### src/pkg/fps_map.vh
// Purpose: offsets, field positions and reset values of the flash protect block
// Assumes: byte-wide registers on a plain strobe port
// Notes: included by bare name from every design file
`ifndef FPS_MAP_VH
`define FPS_MAP_VH

// ****************************************
// register offsets
// ****************************************
`define FPS_OFS_CONFIG 4'h3
`define FPS_OFS_PROTECT 4'h4
`define FPS_OFS_STATUS 4'h5

// ****************************************
// protect_reg fields
// ****************************************
`define FPS_PR_OPEN 7
`define FPS_PR_HOFF 5
`define FPS_PR_HS_HI 4
`define FPS_PR_HS_LO 3
`define FPS_PR_LOFF 2
`define FPS_PR_LS_HI 1
`define FPS_PR_LS_LO 0

// ****************************************
// cmd_status_reg fields
// ****************************************
`define FPS_ST_BE 7
`define FPS_ST_CC 6
`define FPS_ST_PV 5
`define FPS_ST_AE 4
`define FPS_ST_BLANK 2
`define FPS_ST_FAIL 1
`define FPS_ST_DONE 0

// ****************************************
// flash_config_reg fields
// ****************************************
`define FPS_CF_BEIE 7
`define FPS_CF_CMD_COMPLETE_IRQ_EN 6

// ****************************************
// window bounds
// ****************************************
`define FPS_HI_START_00 16'hF800
`define FPS_HI_START_01 16'hF000
`define FPS_HI_START_10 16'hE000
`define FPS_HI_START_11 16'hC000
`define FPS_LO_START 16'h4000
`define FPS_LO_END_00 16'h43FF
`define FPS_LO_END_01 16'h47FF
`define FPS_LO_END_10 16'h4FFF
`define FPS_LO_END_11 16'h5FFF

// ****************************************
// scenario transitions, bit from*8+to
// ****************************************
`define FPS_TRANS_OK 64'hFF5A3C18080C0A0F

// ****************************************
// reset values
// ****************************************
`define FPS_RST_PROTECT 8'hFF
`define FPS_RST_CONFIG 8'h00

`endif

### src/verilog/fps_top.v
// Purpose: flash protection register and command status flags
// Assumes: sequencer reports command done; flash word writes arrive as pulses
// Notes: protection loads from nvm_prot on the first cycle after reset
`include "fps_map.vh"

module fps_top #(
   parameter AW = 16,
   parameter RAW = 4
) (
   input wire clock,
   input wire rstn,
   input wire special_mode,
   input wire [7:0] nvm_prot,
   input wire [RAW-1:0] reg_addr,
   input wire [7:0] reg_wdata,
   input wire reg_wr,
   input wire reg_rd,
   output reg [7:0] reg_rdata,
   input wire flash_wr,
   input wire [AW-1:0] flash_wr_addr,
   input wire cmd_done,
   input wire verify_blank,
   output reg cmd_start,
   output reg [AW-1:0] cmd_start_addr,
   output reg [2:0] scenario,
   output reg irq_buf_empty,
   output reg irq_cmd_complete
);

   // ****************************************
   // scenario table
   // ****************************************

   function [2:0] scen_of;
      input open_b;
      input hoff_b;
      input loff_b;
      begin
         case ({open_b, hoff_b, loff_b})
            3'b111: scen_of = 3'd7;
            3'b110: scen_of = 3'd5;
            3'b101: scen_of = 3'd6;
            3'b100: scen_of = 3'd4;
            3'b011: scen_of = 3'd3;
            3'b001: scen_of = 3'd2;
            3'b010: scen_of = 3'd1;
            default: scen_of = 3'd0;
         endcase
      end
   endfunction

   function trans_ok;
      input [2:0] from_s;
      input [2:0] to_s;
      reg [63:0] tbl;
      begin
         tbl = `FPS_TRANS_OK;
         trans_ok = tbl[{from_s, to_s}];
      end
   endfunction

   // ****************************************
   // state
   // ****************************************
   reg [7:0] prot_q;
   reg [7:0] prot_d;
   reg load_q;
   reg [1:0] cfg_q;
   reg be_q;
   reg cc_q;
   reg pv_q;
   reg ae_q;
   reg blank_q;
   reg fail_q;
   reg seq_q;
   reg [AW-1:0] seq_addr_q;
   reg active_q;
   reg pend_q;
   reg [AW-1:0] pend_addr_q;
   wire addr_prot;
   wire wr_prot;
   wire wr_stat;
   wire wr_cfg;
   wire launch_try;
   wire err_any;
   wire launch_ok;
   wire launch_viol;
   wire abort_seq;
   wire seq_start;
   wire fetch_pend;
   reg [2:0] scen_new;
   reg cand_ok;

   assign wr_prot = reg_wr && (reg_addr == `FPS_OFS_PROTECT);
   assign wr_stat = reg_wr && (reg_addr == `FPS_OFS_STATUS);
   assign wr_cfg = reg_wr && (reg_addr == `FPS_OFS_CONFIG);

   // ****************************************
   // address check
   // ****************************************

   // protection test on the buffered word address
   fps_prot_dec #(
      .AW(AW)
   ) u_dec (
      .open_polarity(prot_q[`FPS_PR_OPEN]),
      .high_range_off(prot_q[`FPS_PR_HOFF]),
      .high_size_sel(prot_q[`FPS_PR_HS_HI:`FPS_PR_HS_LO]),
      .low_range_off(prot_q[`FPS_PR_LOFF]),
      .low_size_sel(prot_q[`FPS_PR_LS_HI:`FPS_PR_LS_LO]),
      .addr(seq_addr_q),
      .is_protected(addr_prot)
   );

   // ****************************************
   // protect register write filter
   // ****************************************

   // build candidate, then check the scenario move
   always @* begin
      prot_d = reg_wdata;
      // size fields follow their off bit
      if (!prot_q[`FPS_PR_HOFF]) begin
         prot_d[`FPS_PR_HS_HI:`FPS_PR_HS_LO] = prot_q[`FPS_PR_HS_HI:`FPS_PR_HS_LO];
      end
      if (!prot_q[`FPS_PR_LOFF]) begin
         prot_d[`FPS_PR_LS_HI:`FPS_PR_LS_LO] = prot_q[`FPS_PR_LS_HI:`FPS_PR_LS_LO];
      end
      scen_new = scen_of(prot_d[`FPS_PR_OPEN], prot_d[`FPS_PR_HOFF], prot_d[`FPS_PR_LOFF]);
      cand_ok = trans_ok(scenario, scen_new);
   end

   // load from array, then honour software
   always @(posedge clock) begin
      if (!rstn) begin
         prot_q <= `FPS_RST_PROTECT;
         load_q <= 1'b1;
      end else if (load_q) begin
         prot_q <= nvm_prot;
         load_q <= 1'b0;
      end else if (wr_prot && cand_ok) begin
         prot_q <= prot_d;
      end
   end

   // scenario in force, kept beside the register
   always @(posedge clock) begin
      if (!rstn) begin
         scenario <= 3'd7;
      end else if (load_q) begin
         scenario <= scen_of(nvm_prot[`FPS_PR_OPEN], nvm_prot[`FPS_PR_HOFF],
            nvm_prot[`FPS_PR_LOFF]);
      end else if (wr_prot && cand_ok) begin
         scenario <= scen_new;
      end
   end

   // ****************************************
   // config register
   // ****************************************

   localparam [7:0] CFG_RST = `FPS_RST_CONFIG; // only the two enable bits are kept
   // interrupt enables
   always @(posedge clock) begin
      if (!rstn) begin
         cfg_q <= CFG_RST[`FPS_CF_BEIE:`FPS_CF_CMD_COMPLETE_IRQ_EN];
      end else if (wr_cfg) begin
         cfg_q <= reg_wdata[`FPS_CF_BEIE:`FPS_CF_CMD_COMPLETE_IRQ_EN];
      end
   end

   // ****************************************
   // command write sequence
   // ****************************************

   // fail only blocks launches in special modes
   assign err_any = pv_q || ae_q || (special_mode && fail_q);
   assign launch_try = wr_stat && reg_wdata[`FPS_ST_BE] && be_q;
   assign launch_ok = launch_try && seq_q && !err_any && !addr_prot;
   assign launch_viol = launch_try && seq_q && !err_any && addr_prot;
   assign abort_seq = wr_stat && !reg_wdata[`FPS_ST_BE] && seq_q;
   assign seq_start = flash_wr && be_q && !seq_q;
   assign fetch_pend = cmd_done && pend_q;

   // sequence tracking: one buffered word address
   always @(posedge clock) begin
      if (!rstn) begin
         seq_q <= 1'b0;
         seq_addr_q <= {AW{1'b0}};
      end else if (launch_try || abort_seq) begin
         seq_q <= 1'b0;
      end else if (seq_start) begin
         seq_q <= 1'b1;
         seq_addr_q <= flash_wr_addr;
      end
   end

   // ****************************************
   // command engine hand-off
   // ****************************************

   // one active and one pending slot
   always @(posedge clock) begin
      if (!rstn) begin
         active_q <= 1'b0;
         pend_q <= 1'b0;
         pend_addr_q <= {AW{1'b0}};
         cmd_start <= 1'b0;
         cmd_start_addr <= {AW{1'b0}};
      end else begin
         cmd_start <= 1'b0;
         if (launch_ok && (!active_q || cmd_done) && !pend_q) begin
            active_q <= 1'b1;
            cmd_start <= 1'b1;
            cmd_start_addr <= seq_addr_q;
         end else if (fetch_pend) begin
            // pending word moves up, a new launch may refill
            cmd_start <= 1'b1;
            cmd_start_addr <= pend_addr_q;
            pend_q <= launch_ok;
            pend_addr_q <= seq_addr_q;
         end else if (launch_ok) begin
            pend_q <= 1'b1;
            pend_addr_q <= seq_addr_q;
         end else if (cmd_done) begin
            active_q <= 1'b0;
         end
      end
   end

   // ****************************************
   // status flags
   // ****************************************

   // buffer empty: launch clears, free slot sets
   always @(posedge clock) begin
      if (!rstn) begin
         be_q <= 1'b1;
      end else if (launch_ok) begin
         be_q <= 1'b0;
      end else if (!be_q && !pend_q) begin
         be_q <= 1'b1;
      end else if (fetch_pend) begin
         be_q <= 1'b1;
      end
   end

   // complete only when nothing runs or waits
   always @(posedge clock) begin
      if (!rstn) begin
         cc_q <= 1'b1;
      end else if (!be_q || launch_ok) begin
         cc_q <= 1'b0;
      end else if (fetch_pend) begin
         cc_q <= 1'b0;
      end else if (cmd_done && active_q) begin
         cc_q <= 1'b1;
      end else if (!active_q && !pend_q) begin
         cc_q <= 1'b1;
      end
   end

   always @(posedge clock) begin
      if (!rstn) begin
         pv_q <= 1'b0;
      end else if (launch_viol) begin
         pv_q <= 1'b1;
      end else if (wr_stat && reg_wdata[`FPS_ST_PV]) begin
         pv_q <= 1'b0;
      end
   end

   // access error from sequence faults; set wins
   always @(posedge clock) begin
      if (!rstn) begin
         ae_q <= 1'b0;
      end else if (abort_seq || (launch_try && !seq_q)) begin
         ae_q <= 1'b1;
      end else if (wr_stat && reg_wdata[`FPS_ST_AE]) begin
         ae_q <= 1'b0;
      end
   end

   // blank result cleared by a new launch
   always @(posedge clock) begin
      if (!rstn) begin
         blank_q <= 1'b0;
      end else if (cmd_done && active_q) begin
         blank_q <= verify_blank;
      end else if (launch_ok) begin
         blank_q <= 1'b0;
      end
   end

   always @(posedge clock) begin
      if (!rstn) begin
         fail_q <= 1'b0;
      end else if (special_mode && cmd_done && active_q && !verify_blank) begin
         fail_q <= 1'b1;
      end else if (special_mode && wr_stat && reg_wdata[`FPS_ST_FAIL]) begin
         fail_q <= 1'b0;
      end
   end

   // ****************************************
   // interrupt requests
   // ****************************************

   // registered requests from flag and enable
   always @(posedge clock) begin
      if (!rstn) begin
         irq_buf_empty <= 1'b0;
         irq_cmd_complete <= 1'b0;
      end else begin
         irq_buf_empty <= be_q && cfg_q[1];
         irq_cmd_complete <= cc_q && cfg_q[0];
      end
   end

   // ****************************************
   // read port
   // ****************************************

   // read data stand one cycle after the strobe
   always @(posedge clock) begin
      if (!rstn) begin
         reg_rdata <= 8'h00;
      end else if (reg_rd) begin
         case (reg_addr)
            `FPS_OFS_CONFIG: reg_rdata <= {cfg_q, 6'h00};
            `FPS_OFS_PROTECT: reg_rdata <= prot_q;
            `FPS_OFS_STATUS: reg_rdata <= {be_q, cc_q, pv_q, ae_q, 1'b0, blank_q,
               special_mode && fail_q, special_mode && !active_q};
            default: reg_rdata <= 8'h00;
         endcase
      end else begin
         reg_rdata <= 8'h00;
      end
   end

endmodule

### src/verilog/fps_prot_dec.v
// Purpose: decide whether a flash address lies in protected space
// Assumes: protection fields come from the protect register
// Notes: purely combinational, caller feeds the answer unregistered into its launch check
`include "fps_map.vh"

module fps_prot_dec #(
   parameter AW = 16
) (
   input wire open_polarity,
   input wire high_range_off,
   input wire [1:0] high_size_sel,
   input wire low_range_off,
   input wire [1:0] low_size_sel,
   input wire [AW-1:0] addr,
   output reg is_protected
);

   reg [AW-1:0] hi_start;
   reg [AW-1:0] lo_end;
   reg hi_hit;
   reg lo_hit;
   reg win_on;

   // ****************************************
   // window decode
   // ****************************************

   // window bounds, then polarity
   always @* begin
      case (high_size_sel)
         2'b00: hi_start = `FPS_HI_START_00;
         2'b01: hi_start = `FPS_HI_START_01;
         2'b10: hi_start = `FPS_HI_START_10;
         default: hi_start = `FPS_HI_START_11;
      endcase
      case (low_size_sel)
         2'b00: lo_end = `FPS_LO_END_00;
         2'b01: lo_end = `FPS_LO_END_01;
         2'b10: lo_end = `FPS_LO_END_10;
         default: lo_end = `FPS_LO_END_11;
      endcase
      hi_hit = (addr >= hi_start);
      lo_hit = (addr >= `FPS_LO_START) && (addr <= lo_end);
      win_on = (!high_range_off && hi_hit) || (!low_range_off && lo_hit);
      if (open_polarity) begin
         is_protected = win_on;
      end else if (high_range_off && low_range_off) begin
         is_protected = 1'b1;
      end else begin
         is_protected = !win_on;
      end
   end

endmodule

### config.mk
export PLATFORM = sky130hd
export DESIGN_NAME = fps_top
export DESIGN_NICKNAME = d
export VERILOG_FILES = /design/src/verilog/fps_top.v /design/src/verilog/fps_prot_dec.v
export VERILOG_INCLUDE_DIRS = /design/src /design/src/pkg
export SDC_FILE = /design/constraint.sdc
export NUM_CORES = 1
export LEC_CHECK = 0
export BUFFER_PORTS_ARGS = -buffer_cell sky130_fd_sc_hd__buf_4
export CAP_MARGIN = 15
export CORE_MARGIN = 2
export CORE_UTILIZATION = 35
export CTS_CLUSTER_SIZE = 24
export DETAILED_ROUTE_END_ITERATION = 10
export SYNTH_ARGS = -nofsm -noshare
export SYNTH_HDL_FRONTEND = slang
export SYNTH_SLANG_ARGS = --single-unit
### constraint.sdc
create_clock -name clock -period 6 [get_ports clock]
set_clock_uncertainty 0.1 [all_clocks]
set_input_delay 1.2 -clock clock [delete_from_list [all_inputs] [get_ports clock]]
set_output_delay 1.2 -clock clock [all_outputs]
set_load 0.03 [all_outputs]
==> flow_summary.yaml <==
setup_path:
  crit_path_end_kind: "flop"
  cpLargestDelayFamily: "simple AND/OR/NAND/NOR gates"
  cp_slowest_stage_delay_ps: 690
  crit_fanout: 18
  crit_path_start_kind: "primary input"
  cp.depth: 7
  cpMostUsedCell: "buf_4"
  required_ps: 6140
  criticalPathCategory: "primary input to flop"
  crit_chain: "buf_4 -> nor4bb_1 -> buf_4 -> and2_1 -> and4_1 -> o211ai_2 -> a211oi_1"
  slowest_stage: "and4_1"
  cp.buffers_inverters: 2
  cp.arrival_ps: 3700
  reg2regPathDepth: 8
synth:
  synth_nets: 494
  syn_area_um2: 4040
  async_flop_share: 0
  synth_top_area_frac: 0.407
  synth_seq_area_share: 0.407
  synth_cell_types: 54
  syn_area_per_cell_um2: 9.17
  synthTopCellsByCount: "dfxtp_1, mux2i_1, nand2_1"
  synth_edf_count: 0
  synthTopCellsByArea: "dfxtp_1, mux2i_1, nand2_1, o2111a_1, nor2_1"
  yosys.area.top_type: "dfxtp_1"
  synth_seq_cells: 82
  syn_inst: 440
  yosysWarnings: 0
  synth_ff_type: "dfxtp_1"
  synth.most_common_cell: "dfxtp_1"
placement:
  place_hpwl_um: 7060
  dpl_cell_area_um2: 4610
  place_ws_ps: 2090
  gp_congestion: 0.802
  io_buffers: 73
power_and_ir_drop:
  ir_drop_v: 0.000107
  p_leak_uw: 0.00211
  power_density_nw_per_um2: 252
  p_total_uw: 1240
clock_network:
  clkTransAtPathRegs_ps: 60
  root_buffer: "clkbuf_16"
  clockBufferDepth: 2
  htree_levels: 3
  post_cts_resized: 0
  hold_buffers: 0
  postCtsSetupRepairBufs: 0
  cts.sinks: 82
  insertion_delay_ps: 330
  cts-buffers-inserted: 9
  cts_tree: "built"
timing:
  slew_violations: 0
  period_share: 0.593
  fin_tns_setup_ps: 0
  finalHoldViolCount: 0
  rsz0062_at_grt: "false"
  fmax_ghz: 0.281
  setup_viol: 0
  max_slew.worst_pin.slew_ps: 1170
  period_minus_slack_ps: 3560
  final.setup.worst_slack_ps: 2440
  slew_headroom: 0.221
die:
  dieHeight_um: 111
  ioPinCount: 74
  start_util: 0.356
  core_um2: 11300
  dieArea_um2: 12400
  die_w_um: 111
  std_cell_rows: 39
global_route:
  grt_usage: 0.166
  grt_start_max_net_pins: 54
  grt_pass1_wl_um: 16700
  antenna_found_initial: 0
  grt_overflow: 0
  grt_pass1_vias: 3319
routing:
  wirelength_um: 10200
  wl_per_cell_um: 15.9
  drtIter0Drc: 185
  vias: 3412
  drc: 0
  ant_nets: 0
  viasPerCell: 5.32
  firstDrtPassIters: 4
run_status:
  outcome: "completed"
final_layout:
  antenna_cells: 0
  fillers: 1138
  nNetsFinal: 547
  syn2layout_area_growth_pct: 21.3
  drive_above_1_share: 0.207
  final_area_um2: 4900
min_path:
  min_path_type: "flop to flop"
  whs_path_depth: 2
job:
  max_cap_viol_count: 0
-- cell type report --
class | instances | area [um^2] | share of cell area
Multi-Input combinational cell | 300 | 2120 | 0.434
Sequential cell | 82 | 1640 | 0.335
Timing Repair Buffer | 77 | 578 | 0.118
Clock buffer | 11 | 233 | 0.0475
Tap cell | 143 | 179 | 0.0365
Inverter | 23 | 86.3 | 0.0176
Clock inverter | 5 | 55.1 | 0.0112
-- final timing paths --
kind,startpoint,endpoint,slack (ps)
max reg2reg,prot_q[3],pend_addr_q[3],2550
min reg2reg,pend_addr_q[4],pend_addr_q[4],360
min,pend_addr_q[4],pend_addr_q[4],360
max,reg_addr[1],cmd_start_addr[1],2440
-- power breakdown --
| group | leakage [uW] | total, uW | internal (uW) | switching, uW |
|---|---|---|---|---|
| registers | 0.000666 | 580 | 558 | 21.8 |
| logic | 0.00131 | 116 | 54.9 | 60.7 |
| clock network | 0.000136 | 540 | 321 | 219 |
-- worst min-delay path: stages (launching register included) --
cell and delay [ps]:
dfxtp_1 310, nand2_1 50, mux2i_1 50
-- per-layer routing --
layer,vias to the layer above,track usage,part of all wire
li1,1699,-,-
met1,1616,0.207,0.46
met2,77,0.277,0.47
met3,20,0.0305,0.042
met4,0,0.0782,0.025
met5,-,0,0
-- placed cells by master (no fill, tap or decap), drive strengths merged, types with 3 or more instances in the layout --
cell type	count
dfxtp	82
buf	77
mux2i	53
nand2	50
nor2	44
inv	23
a211oi	19
o2111a	16
a21oi	14
o21ai	11
clkbuf	11
ha	10
nor2b	8
a311oi	8
nor4	7
nand3	6
nor3b	4
nand4	4
a22oi	4
and2	3
mux2	3
a2111oi	3
nand4b	3
nor4b	3
and3	3
-- metrics by stage --
stage,util,instances,hold WS [ps]
finish,0.432,641,360
global placement,0.407,625,343
CTS,0.432,641,362
global route,0.432,641,375
floorplan,-,440,337
detailed placement,0.407,625,354
-- kinds of logic (layout without fill, tap and decap cells) --
| logic type | Yosys count | in the layout | synth area share |
|---|---|---|---|
| buf+inv | 58 | 116 | 0.0701 |
| mux | 56 | 56 | 0.140 |
| flops | 82 | 82 | 0.407 |
| fa+ha+maj | 10 | 10 | 0.0310 |
| simple gates | 145 | 145 | 0.180 |
| compound gates | 89 | 89 | 0.173 |
-- registers in the layout (all words and copies together), names as in the netlist --
signal            flops
ae_q                  1
reg_rdata             8
fail_q                1
cmd_start             1
cfg_q                 2
seq_addr_q           16
cmd_start_addr       16
irq_cmd_complete      1
pv_q                  1
active_q              1
irq_buf_empty         1
prot_q                8
be_q                  1
blank_q               1
cc_q                  1
load_q                1
seq_q                 1
pend_q                1
scenario              3
pend_addr_q          16
Power figures use the tool's default switching activity.
